## config.mk

```make
export PLATFORM = sky130hd
export DESIGN_NAME = fpu_issue_and_exception_control
export DESIGN_NICKNAME = d
export VERILOG_FILES = /design/src/fpu_ctrl_pkg.sv /design/src/fpu_issue_and_exception_control.sv /design/src/unit_timer.sv /design/src/mul_spacing.sv
export SDC_FILE = /design/constraint.sdc
export NUM_CORES = 1
export LEC_CHECK = 0
export BUFFER_PORTS_ARGS = -buffer_cell sky130_fd_sc_hd__buf_4
export CAP_MARGIN = 20
export CORE_ASPECT_RATIO = 2
export CORE_MARGIN = 2
export CORE_UTILIZATION = 42
export DETAILED_ROUTE_END_ITERATION = 16
export GPL_TIMING_DRIVEN = 0
export PLACE_DENSITY = 0.67
export SLEW_MARGIN = 20
export SYNTH_ARGS = -nofsm -noshare
export SYNTH_HDL_FRONTEND = slang
export SYNTH_SLANG_ARGS = --single-unit
```

## constraint.sdc

```tcl
create_clock -name clk -period 7.8 [get_ports clk]
set_clock_uncertainty 0.15 [all_clocks]
set_input_delay 1.56 -clock clk [delete_from_list [all_inputs] [get_ports clk]]
set_output_delay 1.56 -clock clk [all_outputs]
set_load 0.01 [all_outputs]
```

## src/fpu_ctrl_pkg.sv

```systemverilog
package fpu_ctrl_pkg;
  // Operation classes
  typedef enum logic [4:0] {
    op_none, op_add, op_sub, op_mul, op_div, op_sqrt, op_abs, op_mov, op_neg,
    op_cvt_same, op_cvt, op_cmp, op_load, op_store, op_move_to, op_move_from,
    op_ctl_write, op_ctl_read, op_branch
  } op_t;
  // Rounding modes
  localparam logic [1:0] round_nearest = 2'h0;
  localparam logic [1:0] round_toward_zero = 2'h1;
  localparam logic [1:0] round_toward_plus = 2'h2;
  localparam logic [1:0] round_toward_minus = 2'h3;
  // Exception bit positions
  localparam int exc_inexact = 0;
  localparam int exc_underflow = 1;
  localparam int exc_overflow = 2;
  localparam int exc_divzero = 3;
  localparam int exc_invalid = 4;
  localparam int exc_unimpl = 5;
  // Latencies in cycles
  localparam logic [6:0] lat_add = 7'h04;
  localparam logic [6:0] lat_mul_s = 7'h04;
  localparam logic [6:0] lat_mul_d = 7'h05;
  localparam logic [6:0] lat_div_s = 7'h20;
  localparam logic [6:0] lat_div_d = 7'h3d;
  localparam logic [6:0] lat_sqrt_s = 7'h1f;
  localparam logic [6:0] lat_sqrt_d = 7'h3c;
  localparam logic [6:0] lat_one = 7'h01;
  localparam logic [6:0] lat_two = 7'h02;
  localparam logic [6:0] lat_three = 7'h03;
  localparam logic [6:0] lat_cvt = 7'h04;
  // Multiply spacing and trap code
  localparam logic [3:0] mul_after_mul = 4'h6;
  localparam logic [3:0] add_after_mul = 4'h2;
  localparam logic [3:0] since_max = 4'hf;
  localparam logic [2:0] fp_exception_code = 3'h7;
  // Default result codes
  typedef enum logic [2:0] {
    res_rounded, res_signed_inf, res_largest_finite, res_quiet_nan, res_none
  } res_t;
endpackage

```

## src/fpu_issue_and_exception_control.sv

```systemverilog
`timescale 1ns/100ps
// Function
// - Runs beside the integer pipeline, five stages, long execute residency allowed.
// - Any register or resource conflict stalls the whole pipeline.
// - Operations never overlap, except add two cycles into a multiply and non-unit ops (loads, stores, moves, branches).
// - Another multiply may begin four cycles after a single-precision one, five after a double.
// - Minimum latencies for add, multiply, divide, root, move-class operations.
// - Fixed latencies for loads, stores, moves, control words, compare, branches.
// - Same-format conversion is illegal and traps as unimplemented; op_cvt_same here issues as a one-cycle op and traps only on exc_unimpl_detect.
// - Dispatch only without unit conflict, otherwise interlock.
// - Divide needs adder and multiplier idle in execute phase one.
// - Multiply needs adder idle and multiplier idle or six cycles old.
// - Root, convert, negate, absolute, compare need both units idle.
// - Add needs adder idle and multiplier idle or two cycles old.
// - Each IEEE exception has an enable choosing trap or flag.
// - A trap leaves unit state untouched, no destination write.
// - Without trap a default value is written and execution continues.
// - Unimplemented exception has no enable or flag and always traps.
// - Disabled exception sets cause and flag; enabled sets cause and traps.
// - Trap reports floating-point exception code, cause bits give reason.
// - Flags stay set until software writes new flag values.
// - Inexact default rounded result; divide by zero signed infinity.
// - Untrapped underflow traps unimplemented unless flush-subnormal bit set.
// - Overflow default depends on rounding mode and sign.
// - Invalid default result is a quiet not-a-number.
// - With inexact traps enabled, add, multiply and both-unit ops over two cycles raise coproc_stall for one cycle.
// - Overflow also raises inexact cause and flag.
module fpu_issue_and_exception_control
  import fpu_ctrl_pkg::*;
(
  input wire logic clk,
  input wire logic rst,
  input wire fpu_ctrl_pkg::op_t issue_op,
  input wire logic issue_double,
  input wire logic reg_conflict,
  input wire logic [4:0] exc_detect,
  input wire logic exc_unimpl_detect,
  input wire logic exc_valid,
  input wire logic result_sign,
  input wire logic [4:0] trap_enable,
  input wire logic flush_subnormal_bit,
  input wire logic [1:0] round_mode,
  input wire logic flag_write,
  input wire logic [4:0] flag_write_data,
  output logic issue_accept,
  output logic pipe_stall,
  output logic coproc_stall,
  output logic [6:0] op_latency,
  output logic [5:0] cause_bits,
  output logic [4:0] flag_bits,
  output logic trap_taken,
  output logic [2:0] trap_code,
  output logic dest_write,
  output fpu_ctrl_pkg::res_t default_result
);
  typedef struct packed {
    logic [5:0] cause;
    logic [4:0] flags;
    logic trap;
    logic [2:0] code;
    logic wr;
    res_t res;
    logic [6:0] lat;
    logic long_run;
  } ctl_state_t;
  ctl_state_t state;
  ctl_state_t next_state;

  logic add_busy;
  logic mul_busy;
  logic [3:0] mul_since;
  logic is_mul;
  logic is_addsub;
  logic is_both_idle_op;
  logic is_unit_op;
  logic can_issue;
  logic start_add;
  logic start_mul;
  logic [6:0] latency;
  logic [5:0] raised;
  logic [4:0] flag_set;
  logic any_trap;

  // Classification of the offered operation
  assign is_mul = (issue_op == op_mul);
  assign is_addsub = (issue_op == op_add) || (issue_op == op_sub);
  assign is_both_idle_op = (issue_op == op_div) || (issue_op == op_sqrt) ||
    (issue_op == op_cvt) || (issue_op == op_neg) || (issue_op == op_abs) ||
    (issue_op == op_cmp);
  assign is_unit_op = is_mul || is_addsub || is_both_idle_op;

  // Latency table
  always_comb
  begin
    case (issue_op)
      op_add, op_sub: latency = lat_add;
      op_mul: latency = issue_double ? lat_mul_d : lat_mul_s;
      op_div: latency = issue_double ? lat_div_d : lat_div_s;
      op_sqrt: latency = issue_double ? lat_sqrt_d : lat_sqrt_s;
      op_abs, op_mov, op_neg: latency = lat_one;
      op_cvt: latency = lat_cvt;
      op_load, op_move_to, op_move_from, op_ctl_read: latency = lat_two;
      op_store, op_branch: latency = lat_one;
      op_ctl_write, op_cmp: latency = lat_three;
      default: latency = lat_one;
    endcase
  end

  // Issue conditions in execute phase one
  always_comb
  begin
    if (reg_conflict)
      can_issue = 1'b0;
    else if (is_mul)
      can_issue = !add_busy && (!mul_busy || mul_since >= mul_after_mul);
    else if (is_addsub)
      can_issue = !add_busy && (!mul_busy || mul_since >= add_after_mul);
    else if (is_both_idle_op)
      can_issue = !add_busy && !mul_busy;
    else
      can_issue = 1'b1;
  end

  assign issue_accept = (issue_op != op_none) && can_issue;
  assign pipe_stall = (issue_op != op_none) && !can_issue;
  assign start_mul = issue_accept && is_mul;
  assign start_add = issue_accept && (is_addsub || is_both_idle_op);

  // Busy tracking for adder and multiplier
  unit_timer adder_timer (
    .clk(clk),
    .rst(rst),
    .start(start_add),
    .length(latency),
    .busy(add_busy)
  );
  unit_timer mult_timer (
    .clk(clk),
    .rst(rst),
    .start(start_mul || (issue_accept && is_both_idle_op)),
    .length(latency),
    .busy(mul_busy)
  );
  mul_spacing spacing (
    .clk(clk),
    .rst(rst),
    .mul_start(start_mul),
    .since(mul_since)
  );

  // Raised exceptions including implied inexact and underflow to unimplemented
  always_comb
  begin
    raised = '0;
    if (exc_valid)
    begin
      raised[4:0] = exc_detect;
      if (exc_detect[exc_overflow])
        raised[exc_inexact] = 1'b1;
      if (exc_detect[exc_underflow] && !trap_enable[exc_underflow] && !flush_subnormal_bit)
        raised[exc_unimpl] = 1'b1;
      if (exc_detect[exc_underflow] && !trap_enable[exc_underflow] && flush_subnormal_bit)
        raised[exc_inexact] = 1'b1;
      if (exc_unimpl_detect)
        raised[exc_unimpl] = 1'b1;
    end
  end

  assign any_trap = raised[exc_unimpl] || |(raised[4:0] & trap_enable);
  assign flag_set = raised[4:0] & ~trap_enable;

  // Cause, flags, trap and default result
  always_comb
  begin
    next_state = state;
    next_state.lat = issue_accept ? latency : state.lat;
    next_state.long_run = trap_enable[exc_inexact] && issue_accept && is_unit_op &&
      (latency > lat_two);
    if (flag_write)
      next_state.flags = flag_write_data;
    next_state.flags = next_state.flags | flag_set;
    next_state.trap = 1'b0;
    next_state.wr = 1'b0;
    next_state.res = res_none;
    if (exc_valid)
    begin
      next_state.cause = raised;
      if (any_trap)
      begin
        next_state.trap = 1'b1;
        next_state.code = fp_exception_code;
      end
      else
      begin
        next_state.wr = 1'b1;
        if (raised[exc_invalid])
          next_state.res = res_quiet_nan;
        else if (raised[exc_divzero])
          next_state.res = res_signed_inf;
        else if (raised[exc_overflow])
        begin
          case (round_mode)
            round_nearest: next_state.res = res_signed_inf;
            round_toward_zero: next_state.res = res_largest_finite;
            round_toward_plus:
              next_state.res = result_sign ? res_largest_finite : res_signed_inf;
            round_toward_minus:
              next_state.res = result_sign ? res_signed_inf : res_largest_finite;
            default: next_state.res = res_signed_inf;
          endcase
        end
        else
          next_state.res = res_rounded;
      end
    end
  end

  always_ff @(posedge clk)
  begin
    if (rst)
      state <= '{cause: '0, flags: '0, trap: 1'b0, code: '0, wr: 1'b0, res: res_none,
        lat: '0, long_run: 1'b0};
    else
      state <= next_state;
  end

  assign cause_bits = state.cause;
  assign flag_bits = state.flags;
  assign trap_taken = state.trap;
  assign trap_code = state.code;
  assign dest_write = state.wr;
  assign default_result = state.res;
  assign op_latency = state.lat;
  assign coproc_stall = state.long_run;

  property p_mul_spacing;
    @(posedge clk) disable iff (rst)
    start_mul |-> ##1 (!issue_accept || !is_mul) [*3];
  endproperty
  a_mul_spacing: assert property (p_mul_spacing) else $error("multiply spacing");

  property p_add_after_mul;
    @(posedge clk) disable iff (rst)
    start_mul ##1 (is_addsub && !reg_conflict) |-> !issue_accept;
  endproperty
  a_add_after_mul: assert property (p_add_after_mul) else $error("add too early");

  property p_div_idle;
    @(posedge clk) disable iff (rst)
    (issue_accept && is_both_idle_op) |-> (!add_busy && !mul_busy);
  endproperty
  a_div_idle: assert property (p_div_idle) else $error("unit busy at start");

  property p_conflict_stall;
    @(posedge clk) disable iff (rst)
    (reg_conflict && issue_op != op_none) |-> (pipe_stall && !issue_accept);
  endproperty
  a_conflict_stall: assert property (p_conflict_stall) else $error("no stall");

  property p_trap_no_write;
    @(posedge clk) disable iff (rst)
    trap_taken |-> !dest_write && trap_code == fp_exception_code;
  endproperty
  a_trap_no_write: assert property (p_trap_no_write) else $error("trap wrote");

  property p_unimpl_trap;
    @(posedge clk) disable iff (rst)
    (exc_valid && exc_unimpl_detect) |=> trap_taken && cause_bits[exc_unimpl];
  endproperty
  a_unimpl_trap: assert property (p_unimpl_trap) else $error("unimpl not trapped");

  property p_flag_sticky;
    @(posedge clk) disable iff (rst)
    !flag_write |=> (flag_bits & $past(flag_bits)) == $past(flag_bits);
  endproperty
  a_flag_sticky: assert property (p_flag_sticky) else $error("flag lost");

  property p_ovf_inexact;
    @(posedge clk) disable iff (rst)
    (exc_valid && exc_detect[exc_overflow]) |=> cause_bits[exc_inexact];
  endproperty
  a_ovf_inexact: assert property (p_ovf_inexact) else $error("overflow without inexact");

  property p_nan_default;
    @(posedge clk) disable iff (rst)
    (exc_valid && exc_detect[exc_invalid] && !trap_enable[exc_invalid] &&
      !exc_unimpl_detect && !(|(exc_detect & trap_enable)) &&
      (flush_subnormal_bit || !exc_detect[exc_underflow])) |=>
      dest_write && default_result == res_quiet_nan;
  endproperty
  a_nan_default: assert property (p_nan_default) else $error("no quiet nan");

  property p_mul_four;
    @(posedge clk) disable iff (rst)
    (start_mul && !issue_double) ##4 (is_mul && !reg_conflict && !add_busy) |-> issue_accept;
  endproperty
  a_mul_four: assert property (p_mul_four) else $error("multiply held too long");

  property p_add_two;
    @(posedge clk) disable iff (rst)
    start_mul ##2 (is_addsub && !reg_conflict && !add_busy) |-> issue_accept;
  endproperty
  a_add_two: assert property (p_add_two) else $error("add held too long");

  property p_idle_issue;
    @(posedge clk) disable iff (rst)
    (issue_op != op_none && !reg_conflict && !add_busy && !mul_busy) |-> issue_accept;
  endproperty
  a_idle_issue: assert property (p_idle_issue) else $error("needless interlock");

  property p_div_lat;
    @(posedge clk) disable iff (rst)
    (issue_accept && issue_op == op_div && issue_double) |=> op_latency == lat_div_d;
  endproperty
  a_div_lat: assert property (p_div_lat) else $error("divide latency");

  property p_long_run;
    @(posedge clk) disable iff (rst)
    (issue_accept && trap_enable[exc_inexact] && (is_mul || is_addsub)) |=> coproc_stall;
  endproperty
  a_long_run: assert property (p_long_run) else $error("no coprocessor stall");

  property p_flag_load;
    @(posedge clk) disable iff (rst)
    (flag_write && !exc_valid) |=> flag_bits == $past(flag_write_data);
  endproperty
  a_flag_load: assert property (p_flag_load) else $error("flag write lost");

  property p_set_wins;
    @(posedge clk) disable iff (rst)
    (flag_write && exc_valid && exc_detect[exc_divzero] && !trap_enable[exc_divzero]) |=>
      flag_bits[exc_divzero];
  endproperty
  a_set_wins: assert property (p_set_wins) else $error("flag set lost to write");

  property p_underflow_unimpl;
    @(posedge clk) disable iff (rst)
    (exc_valid && exc_detect[exc_underflow] && !trap_enable[exc_underflow] &&
      !flush_subnormal_bit) |=> trap_taken && cause_bits[exc_unimpl];
  endproperty
  a_underflow_unimpl: assert property (p_underflow_unimpl) else $error("underflow");

  property p_enabled_trap;
    @(posedge clk) disable iff (rst)
    (exc_valid && |(exc_detect & trap_enable)) |=> trap_taken;
  endproperty
  a_enabled_trap: assert property (p_enabled_trap) else $error("enabled not trapped");
endmodule

```

## src/unit_timer.sv

```systemverilog
`timescale 1ns/100ps
// Busy countdown for one execution unit
module unit_timer
  import fpu_ctrl_pkg::*;
(
  input wire logic clk,
  input wire logic rst,
  input wire logic start,
  input wire logic [6:0] length,
  output logic busy
);
  typedef struct packed {
    logic [6:0] left;
  } timer_state_t;
  timer_state_t state;
  timer_state_t next_state;

  // Load on start, count down otherwise
  always_comb
  begin
    next_state = state;
    if (start)
      next_state.left = length - lat_one;
    else if (state.left != 7'h00)
      next_state.left = state.left - lat_one;
  end

  always_ff @(posedge clk)
  begin
    if (rst)
      state <= '0;
    else
      state <= next_state;
  end

  assign busy = (state.left != 7'h00);
endmodule

```

## src/mul_spacing.sv

```systemverilog
`timescale 1ns/100ps
// Cycles since the last multiply start, saturating
module mul_spacing
  import fpu_ctrl_pkg::*;
(
  input wire logic clk,
  input wire logic rst,
  input wire logic mul_start,
  output logic [3:0] since
);
  typedef struct packed {
    logic [3:0] count;
  } spacing_state_t;
  spacing_state_t state;
  spacing_state_t next_state;

  // Restart at one so the start cycle itself counts as cycle zero
  always_comb
  begin
    next_state = state;
    if (mul_start)
      next_state.count = 4'h1;
    else if (state.count != since_max)
      next_state.count = state.count + 4'h1;
  end

  always_ff @(posedge clk)
  begin
    if (rst)
      state <= '{count: since_max};
    else
      state <= next_state;
  end

  assign since = state.count;
endmodule

```

* Word-level counts from Yosys, hierarchy flattened
Cells that the tools add are included.
W data, S select, Z words.
** Word-level totals
- Bits in registers :: 43
- Input port bits :: 31
- Output and inout bits :: 29
- Logic and storage cells :: 117
** Operators by class
- Add/subtract/negate cells :: 4
- $lt $le $gt $ge :: 3
- Equality and inequality tests :: 18
- Multiplexer cells :: 28
- Bitwise gates (word level) :: 5
- Reduce and logical (&&, ||, !) cells :: 47
** Operator list (number)
- $pmux W6 S6 :: 1
- $eq A5 B4 Y1 const B :: 6
- $mux W7 :: 4
- $mux W4 :: 4
- $eq A5 B3 Y1 const B :: 3
- $logic_and A1 B1 Y1 :: 14
- $reduce_bool A7 Y1 :: 2
- $sub A7 B1 Y7 const B :: 2
- $logic_or A1 B1 Y1 :: 13
- $mux W6 :: 2
- $pmux W3 S4 :: 1
- $and A5 B5 Y5 :: 2
- $eq A5 B2 Y1 const B :: 2
- $eq A5 B5 Y1 const B :: 2
- $mux W5 :: 2
- $mux W1 :: 9
- $mux W3 :: 3
- $gt A7 B2 Y1 const B :: 1
- $sub A6 B1 Y7 const B :: 1
- $reduce_bool A2 Y1 :: 3
- $reduce_or A2 Y1 :: 3
- $reduce_or A3 Y1 :: 2
- $eq A5 B1 Y1 const B :: 1
- $logic_not A1 Y1 :: 5
- other kinds (15) :: 17

* Logic depth before layout (Yosys ltp)
Gate-level depths: netlist of run 1.
- Depth after elaboration :: 14
- Mapped depth :: 10
- Mapped depth without buffers :: 8

* Hierarchy
Synthesis of run 1 repeated with hierarchy kept, for this count alone.
** Unflattened totals
- Cells, all modules :: 290
- Area total of the unflattened synthesis :: 2598.7 um^2
** Modules (own cells, without submodules)
- fpu_issue_and_exception_control :: times used 1, cells an instance 167, area each 1372.6 um^2, seq. area each 460.4 um^2
- unit_timer :: times used 2, cells an instance 52, area each 523.0 um^2, seq. area each 140.1 um^2
- mul_spacing :: times used 1, cells an instance 19, area each 180.2 um^2, seq. area each 80.1 um^2

* Worst setup path after synthesis of run 1
OpenSTA, ideal clock, no wires.
- Path kind :: input-to-output
- From :: input issue_op[1]
- To :: output issue_accept
- Arrival time :: 2.727 ns
- Required time :: 6.090 ns
- Slack :: 3.363 ns
- Stages on the path :: 6
- Buffers on the path :: 1
- Cell sequence :: buf_4 xor2_1 o311a_2 or3_1 o21ai_2 inv_2
** Between the ends
- Longest elaborated chain between the ends :: 11
- Elaborated cells on any way between the ends :: 21
- Those cells by class :: eq/ne: 9; mux: 4; reduce/logical: 8
** Ends and longest elaborated chain
- from (decl) :: line fpu_issue_and_exception_control.sv:33 : input wire fpu_ctrl_pkg::op_t issue_op,
- $eq A5 B3 Y1 :: line fpu_issue_and_exception_control.sv:87 : assign is_both_idle_op = (issue_op == op_div) || (issue_op == op_sqrt) ||
- $logic_or A1 B1 Y1 (2 in series) :: line fpu_issue_and_exception_control.sv:87
- $logic_or A1 B1 Y1 (3 in series) :: line fpu_issue_and_exception_control.sv:88 : (issue_op == op_cvt) || (issue_op == op_neg) || (issue_op == op_abs) ||
- $mux W1 :: line fpu_issue_and_exception_control.sv:118 : else if (is_both_idle_op)
- $mux W1 :: line fpu_issue_and_exception_control.sv:116 : else if (is_addsub)
- $mux W1 :: line fpu_issue_and_exception_control.sv:114 : else if (is_mul)
- $mux W1 :: line fpu_issue_and_exception_control.sv:112 : if (reg_conflict)
- $logic_and A1 B1 Y1 * :: line fpu_issue_and_exception_control.sv:124 : assign issue_accept = (issue_op != op_none) && can_issue;
- to (decl) :: line fpu_issue_and_exception_control.sv:45 : output logic issue_accept,
Mark *: on every way between the ends. The rest lies on a longest branch, timed or not.

* Worst setup path in the final report of run 1
Same ends and word-level chain as after synthesis.

==> impl_metrics.tcl, run 1 <==
set metrics [dict create \
    grt_start_max_net_pins 14 \
    grt.total_usage 0.209 \
    path_buf_inv 3 \
    initial_core_util 0.432 \
    yosysTopAreaCell "dfxtp_1" \
    leakage_nw 1.46 \
    cp.required_ps 6090 \
    slowest_delay_ps 420 \
    nNetsFinal 397 \
    worstSetupPathType "primary input to output pin" \
    vdd_drop_max_v 0.000176 \
    fmax_ghz 0.213 \
    port_buffers 54 \
    postSynthCellCount 297 \
    fp.dieW_um 59.3 \
    period_minus_slack_ps 4690 \
    syn-cell-area_um2 2570 \
    pre_cts_slack_ps 3110 \
    wl_per_cell_um 15.5 \
    areaGrowthSynthToFinish_pct 24.8 \
    grt_pass1_vias 2300 \
    viasPerCell 5.39 \
    dieArea_um2 6800 \
    ys_ff_latch 41 \
    setup.worst_path.end_class "output pin" \
    drv_cap 0 \
    synth_top_area_share 0.319 \
    outcome "complete, no violations" \
    htreeDepth 2 \
    met3_length_um 301 \
    worst_slew_pin_slew_ps 592 \
    cts_sinks 41 \
    power_density_nw_per_um2 264 \
    top_layer "met4" \
    tns_ps 0 \
    post-route-period-util 0.601 \
    grt_first_pass_wirelength_mm 10.7 \
    finalHoldViolations 0 \
    hold_buffers 0 \
    met1Wirelength_mm 2.20 \
    setup_viol 0 \
    hold_class "register to register" \
    grt_setup_unrepaired "no" \
    diodes 0 \
    ios 60 \
    crit_path_start_kind "primary input" \
    path_common_cell "buf_4" \
    cp_slowest_cell "or3_1" \
    core_area_um2 5960 \
    synth_enable_flop_cells 0 \
    synthTopCellsByArea "dfxtp_1, mux2i_1, nor2_1" \
    worstPathArrival_ps 2980 \
    placed_cell_area_um2 3060 \
    crit_family "compound AO/OA/AOI/OAI gates" \
    rows 40 \
    cts_resized 0 \
    async_reset_ff_frac 0 \
    cts_tree "done" \
    finalPower_w 0.000846 \
    critPathMaxFanout 9 \
    antenna_found_initial 0 \
    grt_overflow 0 \
    cts_made_buffers 5 \
    wl_met2_mm 3.86 \
    worst_slack_ps 3110 \
    reg2regPathDepth 7 \
    holdPathStages 2 \
    synth_seq_area_share 0.319 \
    synth-main-ff-cell "dfxtp_1" \
    final_area_um2 3210 \
    slew_headroom 0.600 \
    place.gp.congestion 0.851 \
    final_max_slew_viol_count 0 \
    route.antenna.remaining_nets 0 \
    drc 0 \
    dp.final_hpwl_mm 5.29 \
    first_iter_violations 36 \
    drive_above_1_share 0.259 \
    clkSlewWorstSetupHoldPaths_ps 60 \
    synth_nets 336 \
    clk_path_buf_depth 2 \
    cp.depth 7 \
    synth_cell_types 68 \
    cts-root-buf "clkbuf_16" \
    wirelength_mm 6.55 \
    cp_cell_sequence "buf_4 -> xor2_1 -> o311a_2 -> or3_1 -> o21ai_2 -> inv_2 -> buf_4" \
    yosys_warnings 0 \
    die_h_um 115 \
    clock_latency_ps 290 \
    avgSynthCellArea_um2 8.66 \
    first_pass_iters 4 \
    vias 2273 \
    post_cts_buffers 0 \
]
-- worst min-delay path: stages (launching register included) --
cell      delay, ps
dfxtp_1         310
nand2b_1         60
mux2i_1          50
-- registers in the layout, indices dropped and copies added (netlist names) --
| signal | cells |
|---|---|
| adder_timer.state | 7 |
| mult_timer.state | 7 |
| cause_bits | 6 |
| flag_bits | 5 |
| op_latency | 5 |
| spacing.since | 4 |
| default_result | 3 |
| coproc_stall | 1 |
| dest_write | 1 |
| trap_code | 1 |
| trap_taken | 1 |
-- path summary, 6_finish.rpt --
check	slack, ps	from	end
worst max-delay path	3110	issue_op[1]	issue_accept
worst min register to register	320	op_latency[1]$_SDFFE_PP0N_	op_latency[1]$_SDFFE_PP0N_
worst max register to register	5500	mult_timer.state[0]$_SDFFE_PP0P_	adder_timer.state[4]$_SDFFE_PP0P_
worst min-delay path	320	op_latency[1]$_SDFFE_PP0N_	op_latency[1]$_SDFFE_PP0N_
-- synthesized netlist by cell type (all sizes together), types with 5 or more instances --
cell type and count:
dfxtp 41, nor2 30, mux2i 21, nand2 21
o21ai 17, inv 13, nand2b 13, buf 11
a21oi 10, clkbuf 9, ha 8, nor3 8
mux2 7, nor2b 7, xnor2 7, nand3 6
xor2 6, or3 5
-- metal layers --
| layer | vias to the layer above | GRT usage |
|---|---|---|
| met5 | - | 0 |
| met1 | 1050 | 0.187 |
| met4 | 0 | 0.100 |
| li1 | 1151 | - |
| met3 | 13 | 0.0429 |
| met2 | 59 | 0.409 |
-- cell families (layout without fill, tap and decap cells) --
family,Yosys count,count (layout),share of synthesized area
xor+xnor,13,13,0.0443
mux,28,28,0.112
simple gates,113,113,0.243
flops,41,41,0.319
fa+ha+maj,8,8,0.0389
other cells,1,1,0.00146
buf+inv,33,95,0.0633
compound gates,60,60,0.178
-- cells in the final DEF, fill, tap and decap left out, drive strengths merged, types with 5 or more instances in the layout --
cell    netlist  routed
or3           5       5
xnor2         7       7
o21ai        17      17
ha            8       8
nor3          8       8
nand3         6       6
a21oi        10      10
nor2         30      30
nor2b         7       7
xor2          6       6
mux2i        21      21
dfxtp        41      41
buf          11      65
nand2b       13      13
nand2        21      21
mux2          7       7
inv          13      13
clkbuf        9      15
-- area by class of cell --
class | instances | area [µm²]
multi-input cells | 223 | 1590
plain buffers | 20 | 114
well taps | 63 | 78.8
flip-flops and latches | 41 | 821
inverters | 13 | 48.8
clock buffers | 6 | 139
clock inverters | 2 | 13.8
fillers | 550 | 2750
repair buffers | 54 | 405
-- where the power goes --
group | switching (W) | internal [W] | leakage (nW) | total [W]
combinational | 0.000183 | 0.000161 | 1.05 | 0.000344
clock | 0.0000890 | 0.000127 | 0.0768 | 0.000216
sequential | 0.0000338 | 0.000252 | 0.338 | 0.000286
total | 0.000306 | 0.000540 | 1.46 | 0.000846
-- stage by stage --
| stage | utilization | cells | hold slack, ps |
|---|---|---|---|
| 6_report | 0.539 | 422 | 323 |
| 4_1_cts | 0.539 | 422 | 330 |
| 5_1_grt | 0.539 | 422 | 353 |
| 3_5_place_dp | 0.513 | 414 | 311 |
| 3_3_place_gp | 0.513 | 414 | 311 |
| 2_1_floorplan | - | 297 | 342 |
(Power assumes the default switching activity.)
==> run 2, diff against run 1 <==
--- a/config.mk
+++ b/config.mk
@@ -12,7 +12,7 @@
 export CORE_UTILIZATION = 42
 export DETAILED_ROUTE_END_ITERATION = 16
 export GPL_TIMING_DRIVEN = 0
-export PLACE_DENSITY = 0.67
+export PLACE_DENSITY = 0.69
 export SLEW_MARGIN = 20
 export SYNTH_ARGS = -nofsm -noshare
 export SYNTH_HDL_FRONTEND = slang
==> constraint.sdc (replaced) <==
create_clock -name clk -period 4.2 [get_ports clk]
set_clock_uncertainty 0.15 [all_clocks]
set_input_delay 0.84 -clock clk [delete_from_list [all_inputs] [get_ports clk]]
set_output_delay 0.84 -clock clk [all_outputs]
set_load 0.01 [all_outputs]
==> run 2 against run 1 <==
Net effect: sequential share of layout area down 0.15 points; critical path depth unchanged; critical endpoint unchanged; clock power up 110%; cell count unchanged; total power up 92%; via count up 1.6%; non-clock buffer count unchanged.
==> impl_metrics.tcl, run 2 (synthesis results as in run 1) <==
set metrics [dict create \
    grt_first_pass_wirelength_mm 10.8 \
    ios 60 \
    setup_viol 0 \
    antenna_found_initial 0 \
    setup.worst_path.end_class "output pin" \
    cts_made_buffers 5 \
    grt.total_usage 0.210 \
    critPathMaxFanout 9 \
    viasPerCell 5.47 \
    rows 40 \
    outcome "complete, no violations" \
    core_area_um2 5960 \
    crit_start "issue_op[1]" \
    drc 0 \
    worstSetupPathType "primary input to output pin" \
    slew_headroom 0.564 \
    path_buf_inv 3 \
    clk_path_buf_depth 2 \
    die_h_um 115 \
    fin_hold_ws_ps 323 \
    power_density_nw_per_um2 504 \
    cts_sinks 41 \
    grt_setup_unrepaired "no" \
    htreeDepth 2 \
    wirelength_mm 6.57 \
    hold_buffers 0 \
    dp.final_hpwl_mm 5.25 \
    cp.depth 7 \
    vdd_drop_max_v 0.000288 \
    nNetsFinal 397 \
    path_common_cell "buf_4" \
    layout_common_cells "buf_4, dfxtp_1, nor2_1" \
    reg2regPathDepth 7 \
    endpoint "issue_accept" \
    post_cts_buffers 0 \
    place.gp.congestion 0.885 \
    rrSetupSlack_ps 1870 \
    crit_family "compound AO/OA/AOI/OAI gates" \
    slowest_delay_ps 420 \
    first_pass_iters 4 \
    fp.dieW_um 59.3 \
    cp.required_ps 3210 \
    finalPower_w 0.00163 \
    cp_cell_sequence "buf_4 -> xor2_1 -> o311a_2 -> or3_1 -> o21ai_2 -> inv_2 -> buf_4" \
    cts_tree "done" \
    period_minus_slack_ps 3280 \
    grt_pass1_vias 2377 \
    dieArea_um2 6800 \
    final_max_slew_viol_count 0 \
    drive_above_1_share 0.259 \
    final_common_cell "buf_4" \
    hold_class "register to register" \
    crit_path_start_kind "primary input" \
    post-route-period-util 0.780 \
    first_iter_violations 64 \
    worstPathArrival_ps 2290 \
    clkSlewWorstSetupHoldPaths_ps 60 \
    drv_cap 0 \
    wl_per_cell_um 15.6 \
    fmax_ghz 0.305 \
    min-delay-start "cause_bits[0]$_SDFFE_PP0P_" \
    diodes 0 \
    grt_start_max_net_pins 15 \
    cts-root-buf "clkbuf_16" \
    tns_ps 0 \
    port_buffers 54 \
    r2r_end "op_latency[4]$_SDFFE_PP0N_" \
    leakage_nw 1.46 \
    areaGrowthSynthToFinish_pct 25.5 \
    reg2reg_from "mult_timer.state[0]$_SDFFE_PP0P_" \
    cp_slowest_cell "or3_1" \
    route.antenna.remaining_nets 0 \
    worst_slew_pin_slew_ps 645 \
    grt_overflow 0 \
    clock_latency_ps 290 \
    finalHoldViolations 0 \
    vias 2309 \
    cts_resized 0 \
    initial_core_util 0.432 \
]
==> run 2: changes by cell type in the layout (fill, tap and decap cells not counted), sizes merged <==
cell      previous run  this run
bufinv               0         1
clkbuf              15        14
clkinv               2         1
clkinvlp             0         1
==> run 2: worst min-delay path by stage <==
stage | slack [ps] | end | cells after the start
2_1_floorplan | 340 | op_latency[0]$_SDFFE_PP0N_ | 2
4_1_cts | 330 | cause_bits[0]$_SDFFE_PP0P_ | 2
5_1_grt | 340 | cause_bits[0]$_SDFFE_PP0P_ | 2
3_5_place_dp | 320 | cause_bits[0]$_SDFFE_PP0P_ | 2
3_3_place_gp | 310 | cause_bits[0]$_SDFFE_PP0P_ | 2
6_report | 320 | cause_bits[0]$_SDFFE_PP0P_ | 2
==> run 2: per-stage QoR <==
stage	instances	util	setup slack [ps]	cell area, µm²
2_1_floorplan	297	-	1200	2570
3_3_place_gp	414	0.513	939	3060
3_5_place_dp	414	0.513	928	3060
4_1_cts	422	0.542	926	3230
5_1_grt	422	0.542	822	3230
6_report	422	0.542	922	3230
==> run 2: layout make-up <==
cell class | instances | area [µm²]
repair buffers | 54 | 405
inverters | 13 | 48.8
fillers | 567 | 2730
clock inverters | 3 | 46.3
well taps | 63 | 78.8
clock buffers | 5 | 125
plain buffers | 20 | 114
flip-flops and latches | 41 | 821
multi-input cells | 223 | 1590
==> run 2: report_power, final <==
part	switching [W]	internal [W]	total [W]
clock	0.000169	0.000281	0.000450
sequential	0.0000634	0.000468	0.000531
combinational	0.000347	0.000298	0.000645
total	0.000579	0.00105	0.00163
==> run 2: layer usage <==
layer	wire length, µm	share of wire	global-route usage
met4	177	0.027	0.0955
met3	278	0.042	0.0384
met5	0	0	0
met1	2150	0.33	0.179
met2	3960	0.60	0.426
==> run 2: worst register-to-register path: cells and delay by family (launching register included) <==
| family | cells | cell delay [ps] |
|---|---|---|
| simple gates | 2 | 570 |
| mux | 1 | 380 |
| flops | 1 | 360 |
| compound gates | 1 | 300 |
| buf+inv | 2 | 250 |
| fa+ha+maj | 1 | 220 |
